File: src/rtl/fsp_pkg.sv
// Shared constants and types for the flash self-programming controller.
package fsp_pkg;

    // Clock rate of ref_clk in kHz.
    localparam int unsigned CLK_KHZ         = 20000;
    // Settling wait after entering low power mode, in microseconds.
    localparam int unsigned LP_SETTLE_US    = 2000;
    // Settling wait in clock cycles, rounded up.
    localparam int unsigned LP_SETTLE_CYC   = (LP_SETTLE_US * CLK_KHZ + 999) / 1000;

    // Mode control byte: reset value, width and the select bit position.
    localparam logic [7:0]  MODE_CTRL_RESET = 8'h00;
    localparam int unsigned MODE_CTRL_W     = 8;
    localparam logic [2:0]  SEL_BIT_POS     = 3'h0;

    // Default cycles that one erase or program step occupies the array.
    localparam int unsigned OP_CYCLES_DEF   = 16;
    // Default number of flash blocks tracked.
    localparam int unsigned NUM_BLOCKS_DEF  = 16;

    // Serial programming reference conditions, kept for documentation only.
    localparam int unsigned REF_OSC_KHZ     = 8000;
    localparam int unsigned REF_BAUD        = 500000;

    // Sequencer states.
    typedef enum logic [1:0] {
        FSP_IDLE,
        FSP_RUN,
        FSP_SUSP
    } fsp_state_t;

    // Flash operations requested by the rewrite library.
    typedef enum logic {
        FSP_OP_ERASE,
        FSP_OP_WRITE
    } fsp_op_t;

endpackage
File: src/rtl/fsp_ctrl.sv
// Flash self-programming mode register, step sequencer and area guards.
//
// Overview of operation
// RULE1 - Enabled unmasked interrupt suspends rewrite, vectors out.
// RULE2 - Suspended rewrite resumes after self-programming re-entered.
// RULE3 - Interrupt latency during rewrite may differ.
// RULE4 - Software gates interrupts with enable flag, masks.
// RULE5 - Regulator voltage mode stays fixed during rewrite.
// RULE6 - Normal power mode permits program area rewrite.
// RULE7 - Low power mode: data area only, program refused.
// RULE8 - Low power written blocks unreadable in normal mode.
// RULE9 - Blocks must be erased before being programmed.
// RULE10 - Software waits 2 ms after entering low power.
// RULE11 - Reset clears mode control byte to zero.
// RULE12 - Mode byte accepts bit writes and byte writes.
// RULE13 - Programmer avoids combined command during boot swap.
// RULE14 - Serial programming timings are reference figures only.
// RULE15 - Select bit zero: library runs, array untouched.
`timescale 1ns/1ps
`default_nettype none
module fsp_ctrl
    import fsp_pkg::*;
#(
    parameter int unsigned NUM_BLOCKS    = NUM_BLOCKS_DEF,
    parameter int unsigned OP_CYCLES     = OP_CYCLES_DEF,
    parameter int unsigned SETTLE_CYCLES = LP_SETTLE_CYC
) (
    input  wire logic                          ref_clk,
    input  wire logic                          rst,
    input  wire logic                          ctrl_byte_wr,
    input  wire logic [MODE_CTRL_W-1:0]        ctrl_wdata,
    input  wire logic                          ctrl_bit_wr,
    input  wire logic [2:0]                    ctrl_bit_idx,
    input  wire logic                          ctrl_bit_val,
    output logic      [MODE_CTRL_W-1:0]        self_prog_mode_ctrl,
    input  wire logic                          low_power_mode,
    output logic                               lp_settled,
    input  wire logic                          cmd_valid,
    input  wire fsp_op_t                       cmd_op,
    input  wire logic                          cmd_data_area,
    input  wire logic [$clog2(NUM_BLOCKS)-1:0] cmd_block,
    input  wire logic                          resume_req,
    input  wire logic                          global_interrupt_enable_flag,
    input  wire logic                          irq_unmasked,
    input  wire logic [$clog2(NUM_BLOCKS)-1:0] rd_block,
    output logic                               rd_blocked,
    output logic                               busy,
    output logic                               suspended,
    output logic                               cmd_done,
    output logic                               cmd_err,
    output logic                               irq_take,
    output logic                               flash_erase_en,
    output logic                               flash_prog_en
);
    localparam int unsigned BW = $clog2(NUM_BLOCKS);
    localparam int unsigned TW = $clog2(OP_CYCLES + 1);
    localparam int unsigned SW = $clog2(SETTLE_CYCLES + 1);

    // Parameters the logic cannot serve are refused at elaboration.
    if (NUM_BLOCKS < 2 || OP_CYCLES < 1 || SETTLE_CYCLES < 1) begin : g_param_check
        $error("fsp_ctrl: NUM_BLOCKS >= 2, OP_CYCLES >= 1, SETTLE_CYCLES >= 1 required");
    end

    logic                  self_prog_select_bit;
    logic                  next_sel;
    fsp_state_t            state;
    fsp_state_t            next_state;
    fsp_op_t               op;
    fsp_op_t               next_op;
    logic [BW-1:0]         blk;
    logic [BW-1:0]         next_blk;
    logic                  op_real;
    logic                  next_op_real;
    logic                  op_lp;
    logic                  next_op_lp;
    logic [NUM_BLOCKS-1:0] erased;
    logic [NUM_BLOCKS-1:0] next_erased;
    logic [NUM_BLOCKS-1:0] lp_data;
    logic [NUM_BLOCKS-1:0] next_lp_data;
    logic [SW-1:0]         settle_cnt;
    logic [SW-1:0]         next_settle_cnt;
    logic                  next_done;
    logic                  next_err;
    logic                  next_irq_take;
    logic                  next_erase_en;
    logic                  next_prog_en;
    logic                  next_rd_blocked;
    logic                  t_load;
    logic                  t_run;
    logic [TW-1:0]         t_count;
    logic                  t_zero;
    logic                  irq_hit;
    logic                  refuse;

    // Byte write replaces the select bit, a bit write touches only its bit.
    always_comb begin
        next_sel = self_prog_select_bit;
        if (ctrl_byte_wr) begin
            next_sel = ctrl_wdata[SEL_BIT_POS]; // RULE12
        end else if (ctrl_bit_wr && ctrl_bit_idx == SEL_BIT_POS) begin
            next_sel = ctrl_bit_val; // RULE12
        end
    end

    // Mode register, cleared by any reset.
    always_ff @(posedge ref_clk or posedge rst) begin
        if (rst) begin
            self_prog_select_bit <= MODE_CTRL_RESET[SEL_BIT_POS]; // RULE11
        end else begin
            self_prog_select_bit <= next_sel;
        end
    end

    // Upper bits are unimplemented and read as zero.
    assign self_prog_mode_ctrl = {{(MODE_CTRL_W-1){1'b0}}, self_prog_select_bit};

    // Status counter of time spent in low power mode, restarted on leaving it.
    always_comb begin
        next_settle_cnt = settle_cnt;
        if (!low_power_mode) begin
            next_settle_cnt = '0;
        end else if (settle_cnt != SW'(SETTLE_CYCLES)) begin
            next_settle_cnt = settle_cnt + SW'(1);
        end
    end

    always_ff @(posedge ref_clk or posedge rst) begin
        if (rst) begin
            settle_cnt <= '0;
        end else begin
            settle_cnt <= next_settle_cnt;
        end
    end

    assign lp_settled = (settle_cnt == SW'(SETTLE_CYCLES)); // RULE10

    // An interrupt only breaks in when globally enabled and unmasked.
    assign irq_hit = (state == FSP_RUN) && global_interrupt_enable_flag && irq_unmasked; // RULE1

    // Program area is refused in low power; unerased blocks refuse a real write.
    assign refuse = (low_power_mode && !cmd_data_area) // RULE7
                  || (cmd_op == FSP_OP_WRITE && self_prog_select_bit && !erased[cmd_block]); // RULE9

    // Sequencer: start, count, suspend on interrupt, resume, finish.
    always_comb begin
        next_state      = state;
        next_op         = op;
        next_blk        = blk;
        next_op_real    = op_real;
        next_op_lp      = op_lp;
        next_erased     = erased;
        next_lp_data    = lp_data;
        next_done       = 1'b0;
        next_err        = 1'b0;
        next_irq_take   = 1'b0;
        t_load          = 1'b0;
        t_run           = 1'b0;
        unique case (state)
            FSP_IDLE: begin
                if (cmd_valid && refuse) begin
                    next_err = 1'b1;
                end else if (cmd_valid) begin
                    next_state   = FSP_RUN; // RULE6
                    next_op      = cmd_op;
                    next_blk     = cmd_block;
                    next_op_real = self_prog_select_bit; // RULE15
                    next_op_lp   = low_power_mode;
                    t_load       = 1'b1;
                end
            end
            FSP_RUN: begin
                if (irq_hit) begin
                    // The step parks on the same edge that irq_take is raised to vector out.
                    next_state    = FSP_SUSP; // RULE3
                    next_irq_take = 1'b1; // RULE1
                end else if (t_zero) begin
                    next_state = FSP_IDLE;
                    next_done  = 1'b1;
                    if (op_real) begin
                        next_erased[blk]  = (op == FSP_OP_ERASE); // RULE9
                        next_lp_data[blk] = op_lp; // RULE8
                    end
                end else begin
                    t_run = 1'b1;
                end
            end
            FSP_SUSP: begin
                // The timer holds its remaining count while parked.
                if (resume_req && self_prog_select_bit) begin
                    next_state = FSP_RUN; // RULE2
                end
            end
        endcase
    end

    // Array strobes only when the select bit is set during a live step.
    assign next_erase_en = (state == FSP_RUN) && !irq_hit && !t_zero && op_real
                         && self_prog_select_bit && (op == FSP_OP_ERASE); // RULE15
    assign next_prog_en  = (state == FSP_RUN) && !irq_hit && !t_zero && op_real
                         && self_prog_select_bit && (op == FSP_OP_WRITE); // RULE15
    assign next_rd_blocked = !low_power_mode && lp_data[rd_block]; // RULE8

    // Sequencer registers.
    always_ff @(posedge ref_clk or posedge rst) begin
        if (rst) begin
            state          <= FSP_IDLE;
            op             <= FSP_OP_ERASE;
            blk            <= '0;
            op_real        <= 1'b0;
            op_lp          <= 1'b0;
            erased         <= '0;
            lp_data        <= '0;
            cmd_done       <= 1'b0;
            cmd_err        <= 1'b0;
            irq_take       <= 1'b0;
            flash_erase_en <= 1'b0;
            flash_prog_en  <= 1'b0;
            rd_blocked     <= 1'b0;
        end else begin
            state          <= next_state;
            op             <= next_op;
            blk            <= next_blk;
            op_real        <= next_op_real;
            op_lp          <= next_op_lp;
            erased         <= next_erased;
            lp_data        <= next_lp_data;
            cmd_done       <= next_done;
            cmd_err        <= next_err;
            irq_take       <= next_irq_take;
            flash_erase_en <= next_erase_en;
            flash_prog_en  <= next_prog_en;
            rd_blocked     <= next_rd_blocked;
        end
    end

    assign busy      = (state != FSP_IDLE);
    assign suspended = (state == FSP_SUSP);

    // Step duration timer.
    fsp_op_timer #(.W(TW)) u_timer (
        .ref_clk  (ref_clk),
        .rst      (rst),
        .load     (t_load),
        .load_val (TW'(OP_CYCLES)), // RULE14
        .run      (t_run),
        .count    (t_count),
        .zero     (t_zero)
    );

    // Checks on the sequencer and the mode register.
    property p_irq_suspend;
        @(posedge ref_clk) disable iff (rst)
        irq_hit |=> irq_take && suspended ##1 !irq_take;
    endproperty
    a_irq_suspend: assert property (p_irq_suspend) else $error("interrupt did not suspend"); // RULE1

    property p_resume;
        @(posedge ref_clk) disable iff (rst)
        suspended && resume_req && self_prog_select_bit |=> busy && !suspended;
    endproperty
    a_resume: assert property (p_resume) else $error("suspended step did not resume"); // RULE2

    property p_susp_hold;
        @(posedge ref_clk) disable iff (rst)
        suspended ##1 suspended |-> t_count == $past(t_count);
    endproperty
    a_susp_hold: assert property (p_susp_hold) else $error("timer moved while suspended"); // RULE2

    property p_lp_refuse;
        @(posedge ref_clk) disable iff (rst)
        !busy && cmd_valid && low_power_mode && !cmd_data_area |=> cmd_err && !busy;
    endproperty
    a_lp_refuse: assert property (p_lp_refuse) else $error("program area accepted in low power"); // RULE7

    property p_normal_prog;
        @(posedge ref_clk) disable iff (rst)
        !busy && cmd_valid && !low_power_mode && cmd_op == FSP_OP_ERASE |=> busy && !cmd_err;
    endproperty
    a_normal_prog: assert property (p_normal_prog) else $error("normal mode erase refused"); // RULE6

    property p_no_overwrite;
        @(posedge ref_clk) disable iff (rst)
        !busy && cmd_valid && cmd_op == FSP_OP_WRITE && self_prog_select_bit
            && !erased[cmd_block] |=> cmd_err && !busy;
    endproperty
    a_no_overwrite: assert property (p_no_overwrite) else $error("write to unerased block"); // RULE9

    property p_no_array_normal;
        @(posedge ref_clk) disable iff (rst)
        !self_prog_select_bit |=> !flash_erase_en && !flash_prog_en;
    endproperty
    a_no_array_normal: assert property (p_no_array_normal) else $error("array driven in normal mode"); // RULE15

    property p_bit_write;
        @(posedge ref_clk) disable iff (rst)
        ctrl_bit_wr && !ctrl_byte_wr && ctrl_bit_idx == SEL_BIT_POS
            |=> self_prog_mode_ctrl == {7'h00, $past(ctrl_bit_val)};
    endproperty
    a_bit_write: assert property (p_bit_write) else $error("bit write not taken"); // RULE12

    property p_byte_write;
        @(posedge ref_clk) disable iff (rst)
        ctrl_byte_wr |=> self_prog_select_bit == $past(ctrl_wdata[0]);
    endproperty
    a_byte_write: assert property (p_byte_write) else $error("byte write not taken"); // RULE12

    property p_lp_read;
        @(posedge ref_clk) disable iff (rst)
        !low_power_mode && lp_data[rd_block] |=> rd_blocked;
    endproperty
    a_lp_read: assert property (p_lp_read) else $error("low power data readable"); // RULE8

    c_suspend: cover property (@(posedge ref_clk) disable iff (rst) irq_take ##[1:20] cmd_done);
    c_erase_write: cover property (@(posedge ref_clk) disable iff (rst)
        flash_erase_en ##[1:100] flash_prog_en);
    c_refuse: cover property (@(posedge ref_clk) disable iff (rst) cmd_err);
endmodule
`default_nettype wire

File: src/rtl/fsp_op_timer.sv
// Down counter that measures how long a flash step keeps the array busy.
`timescale 1ns/1ps
`default_nettype none
module fsp_op_timer #(
    parameter int unsigned W = 8
) (
    input  wire logic         ref_clk,
    input  wire logic         rst,
    input  wire logic         load,
    input  wire logic [W-1:0] load_val,
    input  wire logic         run,
    output logic      [W-1:0] count,
    output logic              zero
);
    logic [W-1:0] next_count;

    // Load wins, otherwise count down while running and hold when paused.
    always_comb begin
        next_count = count;
        if (load) begin
            next_count = load_val;
        end else if (run && count != '0) begin
            next_count = count - W'(1);
        end
    end

    // Register the count.
    always_ff @(posedge ref_clk or posedge rst) begin
        if (rst) begin
            count <= '0;
        end else begin
            count <= next_count;
        end
    end

    assign zero = (count == '0);
endmodule
`default_nettype wire

File: config.mk
export PLATFORM = sky130hd
export DESIGN_NAME = fsp_ctrl
export DESIGN_NICKNAME = d
export VERILOG_FILES = /design/src/rtl/fsp_pkg.sv /design/src/rtl/fsp_ctrl.sv /design/src/rtl/fsp_op_timer.sv
export SDC_FILE = /design/constraint.sdc
export NUM_CORES = 1
export LEC_CHECK = 0
export BUFFER_PORTS_ARGS = -buffer_cell sky130_fd_sc_hd__buf_2
export CORE_MARGIN = 1
export CORE_UTILIZATION = 55
export CTS_BUF_LIST = sky130_fd_sc_hd__clkbuf_4
export CTS_CLUSTER_SIZE = 20
export DETAILED_ROUTE_END_ITERATION = 6
export PLACE_DENSITY_LB_ADDON = 0.05
export SLEW_MARGIN = 0
export SYNTH_ARGS = -nofsm -noshare
export SYNTH_HDL_FRONTEND = slang
export SYNTH_SLANG_ARGS = --single-unit
File: constraint.sdc
create_clock -name ref_clk -period 4.6 [get_ports ref_clk]
set_clock_uncertainty 0.05 [all_clocks]
set_input_delay 0.46 -clock ref_clk [delete_from_list [all_inputs] [get_ports ref_clk]]
set_output_delay 0.46 -clock ref_clk [all_outputs]
set_load 0.01 [all_outputs]
==> run_results.csv <==
group,metric,value,unit
cells_and_area,nNetsFinal,360,
pwr,p_seq_frac,0.515,
cells_and_area,fillers,491,
logic_synthesis,synth_area_leader_cell,"dfrtp_1",
pwr,power_frac_clock,0.254,
die,core,0.005956,mm2
global_routing,grt_pass1_vias,2153,
logic_synthesis,ys_ff_latch,69,
critical_path,critPathLaunch,"u_timer.count[0]",
logic_synthesis,syn_inst,288,
global_routing,grtUsageTotal,0.2194,
cells_and_area,layout_commonest_cell,"dfrtp_1",
critical_path,cp-endpoint,"erased[8]",
placement,portBuffers,33,
drt,ant_nets,0,
critical_path,endpoint_kind,"register",
sta,rsz0062_at_grt,"false",
pwr,powerDensity,427.2,mW/mm2
critical_path,critPathArrivalTime,2.99,ns
logic_synthesis,synth.yosys.warnings,0,
drt,dr.pass1.iters,4,
critical_path,rrSetupSlack,1.86,ns
die,rows,28,
clock_network,ctsLongestPathBuffers,2,
min_path,hp-class,"in2reg",
outcome,status,"finished clean",
logic_synthesis,syn_area,0.003411,mm2
clock_network,htree_levels,3,
sta,setup_viol,0,
clock_network,clk_pin_slew,0.12,ns
global_routing,grt_max_degree,60,
placement,placed_area,0.003596,mm2
critical_path,cp-start-kind,"register",
logic_synthesis,synth.distinct_cells,41,
cells_and_area,final_cell_mix,"dfrtp_1, mux2_2, nor2_1",
logic_synthesis,yosysSeqAreaShare,0.5062,
clock_network,cts_root_buf,"clkbuf_4",
drt,vias,2176,
critical_path,path_cells,"inv_1 -> ha_1 -> or4b_4 -> nor4_4 -> or3b_4 -> nor2_1 -> mux2_2",
drt,drtIter0Drc,114,
placement,dp.final_hpwl,4372,um
placement,place.gp.congestion,0.7649,
cells_and_area,multiInputGateArea,0.001554,mm2
sta,timing.final.crit_share,0.5946,
critical_path,reg2reg_depth,7,
critical_path,worstPathRequired,4.86,ns
cells_and_area,seq_area,0.001727,mm2
sta,timing.fmax,0.3656,GHz
sta,finalHoldViolCount,0,
pwr,p_int,1.069,mW
die,io_pins,48,
cells_and_area,stdcell_area,0.003752,mm2
drt,wire_per_inst,15.52,um
pwr,vdd_drop_max,0.3375,mV
clock_network,clk-insertion-delay-late,0.42,ns
die,start_util,0.5727,
global_routing,antenna_found_initial,0,
critical_path,slowest_delay,0.52,ns
critical_path,crit_type,"reg2reg",
clock_network,cts_resized,0,
cells_and_area,drive_above_1_share,0.3303,
critical_path,critical_path.slowest_cell,"or4b_4",
cells_and_area,fin_util,0.6300,
pwr,p_sw_frac,0.3333,
critical_path,timing.rr.end,"erased[8]",
logic_synthesis,ys_top_cells_by_area,"dfrtp_1, mux2_2, mux4_2",
logic_synthesis,synth_top_area_frac,0.5062,
critical_path,cp_max_fo,5,
pwr,p_sw,0.5343,mW
clock_network,cts_tree,"built",
sta,slew_viol_final,0,
global_routing,grt_pass1_wl,10370,um
clock_network,cts_buffers,9,
logic_synthesis,syn_area_per_cell,11.84,um2
sta,tightestPinTransition,0.7341,ns
cells_and_area,area_growth,10.01,%
sta,slew_headroom,0.5106,
drt,drc_errors,0,
die,die_h,80.75,um
critical_path,rr_startpoint,"u_timer.count[0]",
cells_and_area,antenna_cells,0,
global_routing,grt_overflow_total,0,
sta,fin_crit,2.735,ns
run,max_cap_viol_count,0,
clock_network,cts_sinks,69,
pwr,p_leak,1.790,nW
sta,setup_tns,0,ns
drt,routed_via_density,5.373,
die,die_w,80.75,um
die,dieArea,0.006521,mm2
pwr,comb_power_share,0.231,
drt,wirelength,6287,um
worst max-delay path: cells and delay by family, from the launching register on:
family,cells,cell delay (ns)
AND/OR/NAND/NOR,4,1.55
flip-flops,1,0.39
multiplexers,1,0.35
adder cells (fa/ha/maj),1,0.18
buffers and inverters,1,0.11
kinds of logic after synthesis:
group / count (synthesis) / synth area share
fa+ha+maj: 4 / 0.01467
mux: 57 / 0.2076
flops: 69 / 0.5062
compound gates: 12 / 0.02238
other cells: 1 / 0.001099
xor+xnor: 15 / 0.03852
buf+inv: 28 / 0.04475
simple gates: 102 / 0.1647
power by group through the flow:
stage               registers [mW]  logic [mW]  clock network, mW
global placement             0.831       0.363                  0
detailed placement           0.833       0.373                  0
finish                       0.825       0.371              0.407
CTS                          0.824       0.376              0.421
floorplan                    0.777       0.339                  0
global route                 0.843       0.415              0.447
timing repair:
action | in CTS | in global routing
hold buffers | 1 | 0
endpoints found under the hold margin | 10 | 0
setup buffers | 0 | 0
flip-flops by register name (all words and copies together), names as in the netlist, 2 cells and up:
signal	count
lp_data	16
u_timer.count	5
state	2
settle_cnt	16
erased	16
blk	4
layer usage:
layer	vias to the layer above	global-route usage	wire, um
met1	1062	0.2797	2958
met2	41	0.3559	3018
met4	0	0.06429	61
li1	1067	-	-
met3	6	0.07416	249
met5	-	0	0
synthesized netlist by cell type, drive strengths merged:
master / count
nor4: 3
o21ai: 3
nor2b: 2
nand4: 4
nand3: 12
ha: 4
inv: 12
a21boi: 1
clkbuf: 6
nor2: 35
or2b: 3
dfrtp: 69
nand2b: 3
a21o: 1
mux2i: 10
mux2: 40
clkinv: 1
or3b: 1
nor4b: 2
conb: 1
or3: 2
nand3b: 6
xor2: 5
a22oi: 1
and2: 5
a31oi: 3
or2: 2
nor3: 6
nand2: 11
and3: 3
mux4: 7
a21oi: 3
buf: 9
or4: 1
xnor2: 10
or4b: 1
cell type report:
cell class,instances,area share
Sequential cell,69,0.4602
Multi-Input combinational cell,197,0.4141
Timing Repair Buffer,35,0.04868
Tap cell,75,0.02501
Clock buffer,10,0.02001
Clock inverter,6,0.01901
Inverter,13,0.01300
how the worst min path moves through the flow:
stage                       start                    to  depth (start not counted)
global route        ctrl_wdata[0]  self_prog_select_bit                          2
finish              ctrl_wdata[0]  self_prog_select_bit                          2
floorplan                      op        flash_erase_en                          1
global placement              rst        settle_cnt[11]                          2
detailed placement            rst        settle_cnt[12]                          2
CTS                 ctrl_wdata[0]  self_prog_select_bit                          2
metrics by stage:
stage	setup slack, ns	total power [mW]	hold WS [ns]	std cells
floorplan	2.083	1.115	0.3684	294
global placement	1.894	1.194	0.3400	388
detailed placement	1.885	1.207	0.3465	388
CTS	1.884	1.620	0.2074	405
global route	1.753	1.705	0.1972	405
finish	1.865	1.603	0.2233	405
(Power assumes the default switching activity.)
